`src/pkg/nvm_access_pkg.sv`:
```
package nvm_access_pkg;

  // Region select encodings for self-writes.
  localparam logic [1:0] REG_PFM    = 2'h2;
  localparam logic [1:0] REG_EEPROM = 2'h0;

  // Address map, 22-bit table pointer space.
  localparam logic [21:0] PFM_LO    = 22'h000000;
  localparam logic [21:0] PFM_HI    = 22'h01FFFF;
  localparam logic [21:0] UID_LO    = 22'h200000;
  localparam logic [21:0] UID_HI    = 22'h20000F;
  localparam logic [21:0] CFG_LO    = 22'h300000;
  localparam logic [21:0] CFG_HI    = 22'h30000B;
  localparam logic [21:0] EE_LO     = 22'h310000;
  localparam logic [21:0] EE_HI     = 22'h3103FF;
  localparam logic [21:0] ID_LO     = 22'h3FFFFC;
  localparam logic [21:0] ID_HI     = 22'h3FFFFF;
  localparam logic [9:0]  EE_LAST   = 10'h3FF;
  localparam int          UID_WORDS = 8;

  // Register byte addresses on the AXI4-Lite bus.
  localparam logic [7:0] A_CTRL   = 8'h00;
  localparam logic [7:0] A_ADDR   = 8'h04;
  localparam logic [7:0] A_DATA   = 8'h08;
  localparam logic [7:0] A_STAT   = 8'h0C;
  localparam logic [7:0] A_IRQEN  = 8'h10;
  localparam logic [7:0] A_IRQCLR = 8'h14;
  localparam logic [7:0] A_PROT   = 8'h18;

  // Control register fields.
  localparam int CTRL_WR    = 0;
  localparam int CTRL_RD    = 1;
  localparam int CTRL_ERASE = 2;
  localparam int CTRL_REG0  = 4;
  localparam int CTRL_WRITE_ERROR_FLAG = 8;

  // Status bit positions.
  localparam int ST_DONE  = 0;
  localparam int ST_ERR   = 1;
  localparam int ST_BLOCK = 2;

  // Programming timer.
  localparam int WRITE_TIME_US = 2;
  localparam int CLK_MHZ       = 100;
  localparam int WRITE_CYCLES  = WRITE_TIME_US * CLK_MHZ;

  localparam logic [1:0] AXI_OKAY   = 2'h0;
  localparam logic [1:0] AXI_SLVERR = 2'h2;

  typedef enum logic [2:0] {
    RGN_PFM, RGN_UID, RGN_CFG, RGN_EE, RGN_ID, RGN_NONE
  } region_e;

  // Memory request toward the storage array.
  typedef struct packed {
    logic        we;
    logic [21:0] addr;
    logic [7:0]  data;
  } mem_req_s;

endpackage : nvm_access_pkg

```
`src/rtl/nvm_access_protection_ctrl.sv`:
```
// Implementation choices: the AXI4-Lite register port and the register addresses.
`timescale 1ns/1ps
module nvm_access_protection_ctrl (
  // Clock and reset.
  input  wire logic        aclk,
  input  wire logic        aresetn,
  input  wire logic        ce,
  // Protection straps and programmer port.
  input  wire logic        program_code_protect,
  input  wire logic        eeprom_code_protect,
  input  wire logic [7:0]  write_protect_bits,
  input  wire logic        prog_req,
  input  wire logic        prog_we,
  input  wire logic        prog_bulk_erase,
  input  wire logic [21:0] prog_addr,
  input  wire logic [7:0]  prog_wdata,
  output logic [7:0]       prog_rdata_ff,
  output logic             prog_ack_ff,
  // AXI4-Lite write.
  input  wire logic [7:0]  s_awaddr,
  input  wire logic        s_awvalid,
  output logic             s_awready_ff,
  input  wire logic [31:0] s_wdata,
  input  wire logic [3:0]  s_wstrb,
  input  wire logic        s_wvalid,
  output logic             s_wready_ff,
  output logic [1:0]       s_bresp_ff,
  output logic             s_bvalid_ff,
  input  wire logic        s_bready,
  // AXI4-Lite read.
  input  wire logic [7:0]  s_araddr,
  input  wire logic        s_arvalid,
  output logic             s_arready_ff,
  output logic [31:0]      s_rdata_ff,
  output logic [1:0]       s_rresp_ff,
  output logic             s_rvalid_ff,
  input  wire logic        s_rready,
  // Interrupt.
  output logic             irq_ff
);
  typedef enum logic [1:0] {IDLE, BUSY, RDWAIT, PWAIT} st_e;

  st_e                      st_ff;
  logic [1:0]               nvm_region_select;
  logic [21:0]              nvm_address_reg;
  logic [7:0]               nvm_data_reg;
  logic [7:0]               table_latch;
  logic                     wr_ff, rd_ff, erase_ff, write_error_flag;
  logic [2:0]               stat_ff, irqen_ff;
  logic [15:0]              tmr_ff;
  logic                     cp_ff, cpd_ff, bulk_ff;
  logic [7:0]               wrt_ff;
  logic                     aw_ff, w_ff;
  logic [7:0]               awaddr_ff;
  logic [31:0]              wdata_ff;
  logic                     rd_pend_ff, prog_rd_ff;
  logic [2:0]               ev_done, ev_err, ev_block;
  logic                     ps_req0, ps_req1;
  logic                     prog_seen_ff;
  nvm_access_pkg::mem_req_s mreq;
  logic                     mreq_en;
  logic [7:0]               mdata;

  function automatic nvm_access_pkg::region_e decode(input logic [21:0] a);
    if (a <= nvm_access_pkg::PFM_HI) return nvm_access_pkg::RGN_PFM;
    if (a >= nvm_access_pkg::UID_LO && a <= nvm_access_pkg::UID_HI)
      return nvm_access_pkg::RGN_UID;
    if (a >= nvm_access_pkg::CFG_LO && a <= nvm_access_pkg::CFG_HI)
      return nvm_access_pkg::RGN_CFG;
    if (a >= nvm_access_pkg::EE_LO && a <= nvm_access_pkg::EE_HI)
      return nvm_access_pkg::RGN_EE;
    if (a >= nvm_access_pkg::ID_LO) return nvm_access_pkg::RGN_ID;
    return nvm_access_pkg::RGN_NONE;
  endfunction : decode

  // Each write-protect bit covers one eighth of flash.
  function automatic logic flash_locked(input logic [21:0] a, input logic [7:0] w);
    return w[a[16:14]];
  endfunction : flash_locked

  // The bus write decodes to an EEPROM offset when the region select is 00.
  logic [21:0]              wr_addr;
  nvm_access_pkg::region_e  wr_rgn, rd_rgn, pg_rgn;
  logic                     wr_ok, wr_locked;

  always_comb begin
    wr_addr = nvm_address_reg;
    wr_rgn  = nvm_access_pkg::RGN_NONE;
    if (nvm_region_select == nvm_access_pkg::REG_EEPROM) begin
      wr_addr = nvm_access_pkg::EE_LO | {12'h000, nvm_address_reg[9:0]};
      wr_rgn  = (nvm_address_reg[9:0] <= nvm_access_pkg::EE_LAST) ?
                nvm_access_pkg::RGN_EE : nvm_access_pkg::RGN_NONE;
    end else if (nvm_region_select == nvm_access_pkg::REG_PFM) begin
      wr_rgn = (decode(nvm_address_reg) == nvm_access_pkg::RGN_PFM) ?
               nvm_access_pkg::RGN_PFM : nvm_access_pkg::RGN_NONE;
    end else begin
      wr_rgn = decode(nvm_address_reg);
      if (wr_rgn != nvm_access_pkg::RGN_UID && wr_rgn != nvm_access_pkg::RGN_CFG &&
          wr_rgn != nvm_access_pkg::RGN_ID) begin
        wr_rgn = nvm_access_pkg::RGN_NONE;
      end
    end
    // Code protect is deliberately absent here.
    wr_locked = (wr_rgn == nvm_access_pkg::RGN_PFM) &&
                flash_locked(wr_addr, wrt_ff);
    wr_ok = (wr_rgn == nvm_access_pkg::RGN_PFM || wr_rgn == nvm_access_pkg::RGN_UID ||
             wr_rgn == nvm_access_pkg::RGN_CFG || wr_rgn == nvm_access_pkg::RGN_EE) &&
            !wr_locked;
    rd_rgn = decode(nvm_address_reg);
    pg_rgn = decode(prog_addr);
  end

  // Programmer strobe arrives from a pin: two flops, then edge detect on the second.
  always_ff @(posedge aclk) begin
    if (!aresetn) begin
      ps_req0 <= 1'b0;
      ps_req1 <= 1'b0;
      prog_seen_ff <= 1'b0;
    end else if (ce) begin
      ps_req0 <= prog_req;
      ps_req1 <= ps_req0;
      prog_seen_ff <= ps_req1;
    end
  end

  wire prog_go = ps_req1 && !prog_seen_ff && st_ff == IDLE;
  wire prog_blocked = (pg_rgn == nvm_access_pkg::RGN_PFM && cp_ff) ||
                      (pg_rgn == nvm_access_pkg::RGN_EE && cpd_ff);

  // Straps captured at reset release; a bulk erase wipes protection.
  always_ff @(posedge aclk) begin
    if (!aresetn) begin
      bulk_ff <= 1'b1;
      cp_ff   <= 1'b1;
      cpd_ff  <= 1'b1;
      wrt_ff  <= 8'hFF;
    end else if (ce) begin
      bulk_ff <= 1'b0;
      if (bulk_ff) begin
        cp_ff  <= !program_code_protect;
        cpd_ff <= !eeprom_code_protect;
        wrt_ff <= ~write_protect_bits;
      end else if (prog_go && prog_bulk_erase) begin
        cp_ff  <= 1'b0;
        cpd_ff <= 1'b0;
        wrt_ff <= 8'h00;
      end
    end
  end

  // Sequencer and internal programming timer.
  wire self_start = st_ff == IDLE && !prog_go && (wr_ff || erase_ff) && !write_error_flag;
  wire bad_start  = self_start && !wr_ok;
  wire rd_start   = st_ff == IDLE && !prog_go && rd_ff;

  always_ff @(posedge aclk) begin
    if (!aresetn) begin
      st_ff <= IDLE;
      tmr_ff <= 16'h0000;
      prog_ack_ff <= 1'b0;
      prog_rdata_ff <= 8'h00;
      prog_rd_ff <= 1'b0;
    end else if (ce) begin
      prog_ack_ff <= 1'b0;
      unique case (st_ff)
        IDLE: begin
          if (prog_go) begin
            prog_rd_ff <= !prog_bulk_erase && !(prog_we && !prog_blocked);
            if (prog_bulk_erase || (prog_we && !prog_blocked)) begin
              st_ff  <= PWAIT;
              tmr_ff <= 16'(nvm_access_pkg::WRITE_CYCLES - 1);
            end else begin
              st_ff <= RDWAIT;
            end
          end else if (self_start && wr_ok) begin
            st_ff  <= BUSY;
            tmr_ff <= 16'(nvm_access_pkg::WRITE_CYCLES - 1);
          end else if (rd_start) begin
            st_ff <= RDWAIT;
          end
        end
        BUSY: begin
          if (tmr_ff == 16'h0000) st_ff <= IDLE;
          else tmr_ff <= tmr_ff - 16'h0001;
        end
        PWAIT: begin
          if (tmr_ff == 16'h0000) begin
            st_ff <= IDLE;
            prog_ack_ff <= 1'b1;
          end else begin
            tmr_ff <= tmr_ff - 16'h0001;
          end
        end
        RDWAIT: begin
          st_ff <= IDLE;
          if (prog_rd_ff) begin
            prog_rdata_ff <= prog_blocked ? 8'h00 : mdata;
            prog_ack_ff <= 1'b1;
            prog_rd_ff <= 1'b0;
          end
        end
      endcase
    end
  end

  // Storage request; programmer takes priority, bulk erase rewrites one location only.
  always_comb begin
    mreq_en = 1'b0;
    mreq    = '0;
    if (prog_go && !(prog_we && prog_blocked)) begin
      mreq_en   = 1'b1;
      mreq.we   = prog_we || prog_bulk_erase;
      mreq.addr = prog_addr;
      mreq.data = prog_bulk_erase ? 8'hFF : prog_wdata;
    end else if (self_start && wr_ok) begin
      mreq_en   = 1'b1;
      mreq.we   = 1'b1;
      mreq.addr = wr_addr;
      mreq.data = erase_ff ? 8'hFF : nvm_data_reg;
    end else if (rd_start) begin
      mreq_en   = 1'b1;
      mreq.addr = nvm_address_reg;
    end
  end

  nvm_store u_store (
    .aclk     (aclk),
    .ce       (ce),
    .req_en   (mreq_en),
    .req      (mreq),
    .rdata_ff (mdata)
  );

  // Event vector: done, error, blocked programmer access.
  always_comb begin
    ev_done  = '0;
    ev_err   = '0;
    ev_block = '0;
    ev_done[nvm_access_pkg::ST_DONE] = st_ff == BUSY && tmr_ff == 16'h0000;
    ev_err[nvm_access_pkg::ST_ERR]   = bad_start;
    ev_block[nvm_access_pkg::ST_BLOCK] = prog_go && prog_blocked;
  end

  wire bus_w = aw_ff && w_ff && !s_bvalid_ff;

  // Software registers; a start bit is cleared by hardware on completion or error.
  always_ff @(posedge aclk) begin
    if (!aresetn) begin
      nvm_region_select <= 2'h0;
      nvm_address_reg <= 22'h000000;
      nvm_data_reg <= 8'h00;
      wr_ff <= 1'b0;
      rd_ff <= 1'b0;
      erase_ff <= 1'b0;
      write_error_flag <= 1'b0;
      irqen_ff <= 3'h0;
    end else if (ce) begin
      if (bus_w && awaddr_ff == nvm_access_pkg::A_CTRL && s_wstrb[0]) begin
        wr_ff    <= wdata_ff[nvm_access_pkg::CTRL_WR];
        rd_ff    <= wdata_ff[nvm_access_pkg::CTRL_RD];
        erase_ff <= wdata_ff[nvm_access_pkg::CTRL_ERASE];
        nvm_region_select <= wdata_ff[nvm_access_pkg::CTRL_REG0 +: 2];
      end
      if (bus_w && awaddr_ff == nvm_access_pkg::A_CTRL && s_wstrb[1])
        write_error_flag <= wdata_ff[nvm_access_pkg::CTRL_WRITE_ERROR_FLAG];
      if (bus_w && awaddr_ff == nvm_access_pkg::A_ADDR) nvm_address_reg <= wdata_ff[21:0];
      if (bus_w && awaddr_ff == nvm_access_pkg::A_DATA) nvm_data_reg <= wdata_ff[7:0];
      if (bus_w && awaddr_ff == nvm_access_pkg::A_IRQEN) irqen_ff <= wdata_ff[2:0];
      if (bad_start) begin
        write_error_flag <= 1'b1;
        wr_ff <= 1'b0;
        erase_ff <= 1'b0;
      end
      if (ev_done[nvm_access_pkg::ST_DONE]) begin
        wr_ff <= 1'b0;
        erase_ff <= 1'b0;
      end
      if (st_ff == RDWAIT && !prog_rd_ff) rd_ff <= 1'b0;
    end
  end

  // Table latch takes read data; unsupported regions read as zero.
  always_ff @(posedge aclk) begin
    if (!aresetn) begin
      table_latch <= 8'h00;
    end else if (ce && st_ff == RDWAIT && !prog_rd_ff) begin
      table_latch <= (rd_rgn == nvm_access_pkg::RGN_NONE) ? 8'h00 : mdata;
    end
  end

  // Sticky status; a set in the same cycle as a clear wins.
  always_ff @(posedge aclk) begin
    if (!aresetn) begin
      stat_ff <= 3'h0;
      irq_ff  <= 1'b0;
    end else if (ce) begin
      stat_ff <= (stat_ff & ~((bus_w && awaddr_ff == nvm_access_pkg::A_IRQCLR) ?
                 wdata_ff[2:0] : 3'h0)) | ev_done | ev_err | ev_block;
      irq_ff  <= |(stat_ff & irqen_ff);
    end
  end

  // AXI4-Lite write channel: address and data accepted in either order.
  always_ff @(posedge aclk) begin
    if (!aresetn) begin
      aw_ff <= 1'b0;
      w_ff <= 1'b0;
      awaddr_ff <= 8'h00;
      wdata_ff <= 32'h00000000;
      s_awready_ff <= 1'b0;
      s_wready_ff <= 1'b0;
      s_bvalid_ff <= 1'b0;
      s_bresp_ff <= nvm_access_pkg::AXI_OKAY;
    end else if (ce) begin
      s_awready_ff <= !aw_ff && !s_awready_ff && s_awvalid;
      s_wready_ff  <= !w_ff && !s_wready_ff && s_wvalid;
      if (s_awready_ff && s_awvalid) begin
        aw_ff <= 1'b1;
        awaddr_ff <= s_awaddr;
      end
      if (s_wready_ff && s_wvalid) begin
        w_ff <= 1'b1;
        wdata_ff <= s_wdata;
      end
      if (bus_w) begin
        s_bvalid_ff <= 1'b1;
        s_bresp_ff <= (awaddr_ff <= nvm_access_pkg::A_PROT && awaddr_ff[1:0] == 2'h0 &&
                       awaddr_ff != nvm_access_pkg::A_STAT && awaddr_ff !=
                       nvm_access_pkg::A_PROT) ? nvm_access_pkg::AXI_OKAY :
                       nvm_access_pkg::AXI_SLVERR;
      end
      if (s_bvalid_ff && s_bready) begin
        s_bvalid_ff <= 1'b0;
        aw_ff <= 1'b0;
        w_ff <= 1'b0;
      end
    end
  end

  // AXI4-Lite read channel.
  always_ff @(posedge aclk) begin
    if (!aresetn) begin
      s_arready_ff <= 1'b0;
      s_rvalid_ff <= 1'b0;
      s_rdata_ff <= 32'h00000000;
      s_rresp_ff <= nvm_access_pkg::AXI_OKAY;
    end else if (ce) begin
      s_arready_ff <= !s_arready_ff && !s_rvalid_ff && s_arvalid;
      if (s_arready_ff && s_arvalid) begin
        s_rvalid_ff <= 1'b1;
        s_rresp_ff <= nvm_access_pkg::AXI_OKAY;
        unique case (s_araddr)
          nvm_access_pkg::A_CTRL: s_rdata_ff <= {23'h0, write_error_flag, 2'h0,
                                   nvm_region_select, st_ff != IDLE, erase_ff, rd_ff, wr_ff};
          nvm_access_pkg::A_ADDR:  s_rdata_ff <= {10'h0, nvm_address_reg};
          nvm_access_pkg::A_DATA:  s_rdata_ff <= {24'h0, table_latch};
          nvm_access_pkg::A_STAT:  s_rdata_ff <= {29'h0, stat_ff};
          nvm_access_pkg::A_IRQEN: s_rdata_ff <= {29'h0, irqen_ff};
          nvm_access_pkg::A_IRQCLR: s_rdata_ff <= 32'h00000000;
          nvm_access_pkg::A_PROT:  s_rdata_ff <= {22'h0, cpd_ff, cp_ff, wrt_ff};
          default: begin
            s_rdata_ff <= 32'h00000000;
            s_rresp_ff <= nvm_access_pkg::AXI_SLVERR;
          end
        endcase
      end else if (s_rvalid_ff && s_rready) begin
        s_rvalid_ff <= 1'b0;
      end
    end
  end

  a_bad_write_err: assert property (@(posedge aclk) disable iff (!aresetn)
    ce && bad_start |=> write_error_flag && !wr_ff) else $error("bad write kept");
  a_timer_len: assert property (@(posedge aclk) disable iff (!aresetn)
    ce && st_ff == IDLE && self_start && wr_ok |=> st_ff == BUSY && tmr_ff ==
    16'(nvm_access_pkg::WRITE_CYCLES - 1)) else $error("timer not loaded");
  a_locked_refused: assert property (@(posedge aclk) disable iff (!aresetn)
    self_start && wr_locked |-> !mreq_en || !mreq.we || prog_go) else $error("wp write");
  a_cp_prog_block: assert property (@(posedge aclk) disable iff (!aresetn)
    prog_go && prog_we && prog_blocked |-> !mreq_en) else $error("cp write");
  a_uid_free: assert property (@(posedge aclk) disable iff (!aresetn)
    wr_rgn == nvm_access_pkg::RGN_UID |-> !wr_locked) else $error("uid locked");
  a_id_readonly: assert property (@(posedge aclk) disable iff (!aresetn)
    wr_rgn == nvm_access_pkg::RGN_ID |-> !wr_ok) else $error("id writable");
  a_bulk_clears: assert property (@(posedge aclk) disable iff (!aresetn)
    ce && !bulk_ff && prog_go && prog_bulk_erase |=> !cp_ff && !cpd_ff && wrt_ff == 8'h00)
    else $error("bulk kept protection");
  a_busy_ends: assert property (@(posedge aclk) disable iff (!aresetn)
    ce && st_ff == BUSY && tmr_ff == 16'h0000 |=> st_ff == IDLE && !wr_ff)
    else $error("busy stuck");
endmodule : nvm_access_protection_ctrl

```
`src/rtl/nvm_store.sv`:
```
`timescale 1ns/1ps
module nvm_store (
  // Clock.
  input  wire logic                     aclk,
  input  wire logic                     ce,
  // Request.
  input  wire logic                     req_en,
  input  wire nvm_access_pkg::mem_req_s req,
  // Read data.
  output logic [7:0]                    rdata_ff
);
  // Small backing store; the address is folded so that all regions share it.
  logic [7:0] mem [0:255];

  always_ff @(posedge aclk) begin
    if (ce && req_en) begin
      if (req.we) begin
        mem[req.addr[7:0]] <= req.data;
      end
      rdata_ff <= mem[req.addr[7:0]];
    end
  end
endmodule : nvm_store

```
`config.mk`:
```
export PLATFORM = sky130hd
export DESIGN_NAME = nvm_access_protection_ctrl
export DESIGN_NICKNAME = d
export VERILOG_FILES = /design/src/pkg/nvm_access_pkg.sv /design/src/rtl/nvm_access_protection_ctrl.sv /design/src/rtl/nvm_store.sv
export SDC_FILE = /design/constraint.sdc
export NUM_CORES = 2
export LEC_CHECK = 0
export BUFFER_PORTS_ARGS = -buffer_cell sky130_fd_sc_hd__buf_4
export CORE_MARGIN = 1.5
export CORE_UTILIZATION = 52
export CTS_CLUSTER_SIZE = 28
export DETAILED_ROUTE_END_ITERATION = 6
export PLACE_DENSITY = 0.68
export SYNTH_ARGS = -nofsm -noshare
export SYNTH_HDL_FRONTEND = slang
export SYNTH_HIERARCHICAL = 1
export SYNTH_SLANG_ARGS = --single-unit
```
`constraint.sdc`:
```
create_clock -name aclk -period 7.55 [get_ports aclk]
set_input_delay 0.3775 -clock aclk [delete_from_list [all_inputs] [get_ports aclk]]
set_output_delay 0.3775 -clock aclk [all_outputs]
set_load 0.02 [all_outputs]
```
==> metrics.txt <==
# TYPE chip_impl_metric gauge
chip_impl_metric{name="drt-pass1-iter-count",unit=""} 6
chip_impl_metric{name="p_leak",unit="nW"} 32.7
chip_impl_metric{name="cts_made_buffers",unit=""} 210
chip_impl_metric{name="grt_max_degree",unit=""} 213
chip_impl_metric{name="synthesis.area_per_instance",unit="µm²"} 19.5
chip_impl_metric{name="share_of_final_layout_standard_cells_stronger_than_drive_strength_1",unit="%"} 22.3
chip_impl_metric{name="vdd_drop_max",unit="µV"} 214
chip_impl_metric{name="power.share.clock",unit="%"} 41.8
chip_impl_metric{name="syn_inst",unit=""} 4382
chip_impl_metric{name="port-buffer-count",unit=""} 127
chip_impl_metric{name="final.setup_skew",unit="ns"} 0.0431
chip_impl_info{name="violations_in_the_final_reports",value="max-slew violations"} 1
chip_impl_metric{name="max_cap_violations",unit=""} 0
chip_impl_metric{name="critical_path_arrival",unit="ns"} 6.39
chip_impl_info{name="run_status",value="finished, violations left"} 1
chip_impl_metric{name="clkTransAtPathRegs",unit="ns"} 0.06
chip_impl_metric{name="num_io_pins",unit=""} 154
chip_impl_metric{name="cell_internal_pwr",unit="mW"} 19.0
chip_impl_metric{name="fillers",unit=""} 11500
chip_impl_metric{name="first_global_vias",unit=""} 43500
chip_impl_metric{name="setup_slack",unit="ns"} 1.69
chip_impl_metric{name="clock_tree.htree_level_count",unit=""} 4
chip_impl_metric{name="dpl_ws",unit="ns"} 1.64
chip_impl_metric{name="finalWeightedCongestion",unit=""} 0.871
chip_impl_metric{name="timing.setup.tns",unit="ns"} 0
chip_impl_metric{name="design.core.area",unit="µm²"} 163000
chip_impl_metric{name="largest_register_ff_count",unit=""} 2048
chip_impl_metric{name="timing.final.max_slew_violations",unit=""} 84
chip_impl_metric{name="final_nets",unit=""} 4698
chip_impl_metric{name="gr-total-overflow",unit=""} 0
chip_impl_metric{name="rows",unit=""} 148
chip_impl_metric{name="dp.final_hpwl",unit="mm"} 117
chip_impl_metric{name="synth.cell_area",unit="µm²"} 85300
chip_impl_info{name="tritoncts",value="built"} 1
chip_impl_metric{name="via_count",unit=""} 43700
chip_impl_metric{name="r2r.worst_path.cells",unit=""} 14
chip_impl_metric{name="worst_slew_pin_slew",unit="ns"} 1.57
chip_impl_metric{name="areaGrowthSynthToFinish",unit="%"} 12.4
chip_impl_metric{name="placed_area",unit="µm²"} 88800
chip_impl_metric{name="route.detailed.wl_per_inst",unit="µm"} 29.2
chip_impl_metric{name="drc",unit=""} 0
chip_impl_metric{name="total_switching_power",unit="mW"} 4.76
chip_impl_info{name="min_delay_worst_endpoint",value="bulk_ff$_SDFFE_PN1P_"} 1
chip_impl_info{name="hold_path_startpoint",value="ce"} 1
chip_impl_metric{name="die_area",unit="µm²"} 166000
chip_impl_metric{name="worstPathMaxFanout",unit=""} 38
chip_impl_info{name="rsz0062_at_grt",value="no"} 1
chip_impl_metric{name="tritoncts_num_sinks",unit=""} 2210
chip_impl_metric{name="worst_hold_path_stage_count",unit=""} 2
chip_impl_metric{name="via_per_inst",unit=""} 6.31
chip_impl_metric{name="clkLatencyLatePin",unit="ns"} 0.85
chip_impl_metric{name="reg2reg_slack",unit="ns"} 1.69
chip_impl_metric{name="cts_max_path_buffers",unit=""} 3
chip_impl_metric{name="max_slew_margin",unit="%"} -4.64
chip_impl_metric{name="post_cts_buffers",unit=""} 0
chip_impl_metric{name="finish_stage_setup_viols",unit=""} 0
chip_impl_info{name="worstHoldPathType",value="in -> reg"} 1
chip_impl_metric{name="power.sequential.fraction",unit="%"} 56.1
chip_impl_metric{name="power.density",unit="nW/µm²"} 248
chip_impl_metric{name="initial_utilization",unit="%"} 52.4
chip_impl_metric{name="final.min_clock_period",unit="ns"} 5.86
chip_impl_info{name="cp-end-kind",value="register"} 1
chip_impl_metric{name="drt-initial-drc-count",unit=""} 5971
chip_impl_info{name="critical_path.reg2reg.startpoint",value="st_ff[0]$_SDFFE_PN0P_"} 1
chip_impl_metric{name="antenna_found_initial",unit=""} 4
chip_impl_metric{name="power_switching_share",unit="%"} 20.1
chip_impl_metric{name="synthesis_warning_total",unit=""} 6
chip_impl_metric{name="total_power",unit="mW"} 23.7
chip_impl_info{name="worst_setup_path_start_kind",value="register"} 1
chip_impl_metric{name="first_pass_grt_wire_length",unit="mm"} 297
chip_impl_metric{name="postLayoutCellArea",unit="µm²"} 95800
chip_impl_metric{name="p_comb_share",unit="%"} 2.1
chip_impl_metric{name="wirelength",unit="mm"} 202
chip_impl_metric{name="final_min_period_over_clock_period",unit="%"} 77.6
chip_impl_metric{name="detail-route-antenna-nets",unit=""} 0
chip_impl_metric{name="global_route.usage.total",unit="%"} 24.3
chip_impl_info{name="clock_tree.root_cell",value="sky130_fd_sc_hd__clkbuf_16"} 1
chip_impl_metric{name="maxClockFrequency",unit="MHz"} 171
chip_impl_info{name="critPathKind",value="reg -> reg"} 1
chip_impl_info{name="reg2reg_to",value="u_store/rdata_ff[6]$_DFFE_PP_"} 1
chip_impl_metric{name="hold_violations",unit=""} 0
chip_impl_metric{name="cp.required",unit="ns"} 8.08
chip_impl_metric{name="chipHeight",unit="µm"} 408
chip_impl_metric{name="die_width",unit="µm"} 408
==> power by group through the flow <==
stage | Clock (mW) | Sequential, mW | Combinational, mW
6_report | 9.92 | 13.3 | 0.507
5_1_grt | 10.5 | 13.3 | 0.540
4_1_cts | 10.1 | 13.3 | 0.506
3_5_place_dp | 0 | 13.6 | 0.478
3_3_place_gp | 0 | 13.6 | 0.468
2_1_floorplan | 0 | 13.6 | 0.284
==> per-stage QoR <==
| step | hold WS, ns | util (%) | std cells |
|---|---|---|---|
| floorplan | 0.430 | - | 4393 |
| global placement | 0.445 | 54.6 | 6497 |
| detailed placement | 0.446 | 54.6 | 6497 |
| CTS | 0.00149 | 58.9 | 6934 |
| global route | 0.0490 | 58.9 | 6934 |
| finish | 0.0676 | 58.9 | 6936 |
==> routing by layer <==
metal	part of all wire (%)	vias up	track usage [%]
met3	8.7	340	4.38
li1	-	18400	-
met2	48	2074	38.6
met5	0	-	0
met1	40	22900	34.8
met4	2.8	0	7.49
==> cells in the final DEF, fill, tap and decap left out, drive strengths merged, types with 15 or more instances in the layout <==
cell type	n
mux4	512
a21oi	225
nand2	216
edfxtp	2056
nand3	43
dlygate4sd3	60
clkbuf	270
buf	220
a22oi	274
mux2i	22
dfxtp	154
o41ai	32
nor2	315
nand4	15
inv	16
clkinv	92
o21ai	39
==> worst max-delay path by stage <==
| stage | from | endpoint | slack [ns] |
|---|---|---|---|
| global placement | st_ff[0]$_SDFFE_PN0P_ | u_store/rdata_ff[2]$_DFFE_PP_ | 1.70 |
| floorplan | nvm_address_reg[14]$_SDFFE_PN0P_ | u_store/mem[0][0]$_DFFE_PP_ | 2.09 |
| CTS | st_ff[0]$_SDFFE_PN0P_ | u_store/rdata_ff[2]$_DFFE_PP_ | 1.61 |
| finish | st_ff[0]$_SDFFE_PN0P_ | u_store/rdata_ff[6]$_DFFE_PP_ | 1.69 |
| global route | st_ff[0]$_SDFFE_PN0P_ | u_store/rdata_ff[0]$_DFFE_PP_ | 1.27 |
| detailed placement | st_ff[0]$_SDFFE_PN0P_ | u_store/rdata_ff[2]$_DFFE_PP_ | 1.64 |
==> area by class of cell <==
cell class / instances / area (µm²) / share of cell area [%]
Sequential cell: 2210 / 64800 / 67.6
Multi-Input combinational cell: 1881 / 19300 / 20.1
Clock buffer: 270 / 5570 / 5.81
Tap cell: 2175 / 2720 / 2.84
Timing Repair Buffer: 280 / 2510 / 2.62
Clock inverter: 107 / 866 / 0.903
Inverter: 11 / 43.8 / 0.0457
Antenna cell: 2 / 5.00 / 0.00522
==> repair_timing <==
action | 4_1_cts | 5_1_grt
hold buffers | 60 | 0
resized for setup | 0 | 0
endpoints found under the hold margin | 58 | 0
==> critical path: stages (launching register included) <==
cell	delay [ns]
sky130_fd_sc_hd__dfxtp_1	0.52
sky130_fd_sc_hd__nor2_1	0.40
sky130_fd_sc_hd__nand2_1	0.16
sky130_fd_sc_hd__nor3_1	0.26
sky130_fd_sc_hd__nand4_1	0.26
sky130_fd_sc_hd__nand2_1	0.34
sky130_fd_sc_hd__a22o_4	0.77
sky130_fd_sc_hd__buf_12	0.39
sky130_fd_sc_hd__buf_12	0.32
sky130_fd_sc_hd__mux4_2	0.56
sky130_fd_sc_hd__a22oi_1	0.46
sky130_fd_sc_hd__a21oi_1	0.23
sky130_fd_sc_hd__o41ai_1	0.39
sky130_fd_sc_hd__buf_4	0.24
sky130_fd_sc_hd__nand4_1	0.10
No activity file was read; power rests on OpenSTA's default activity.
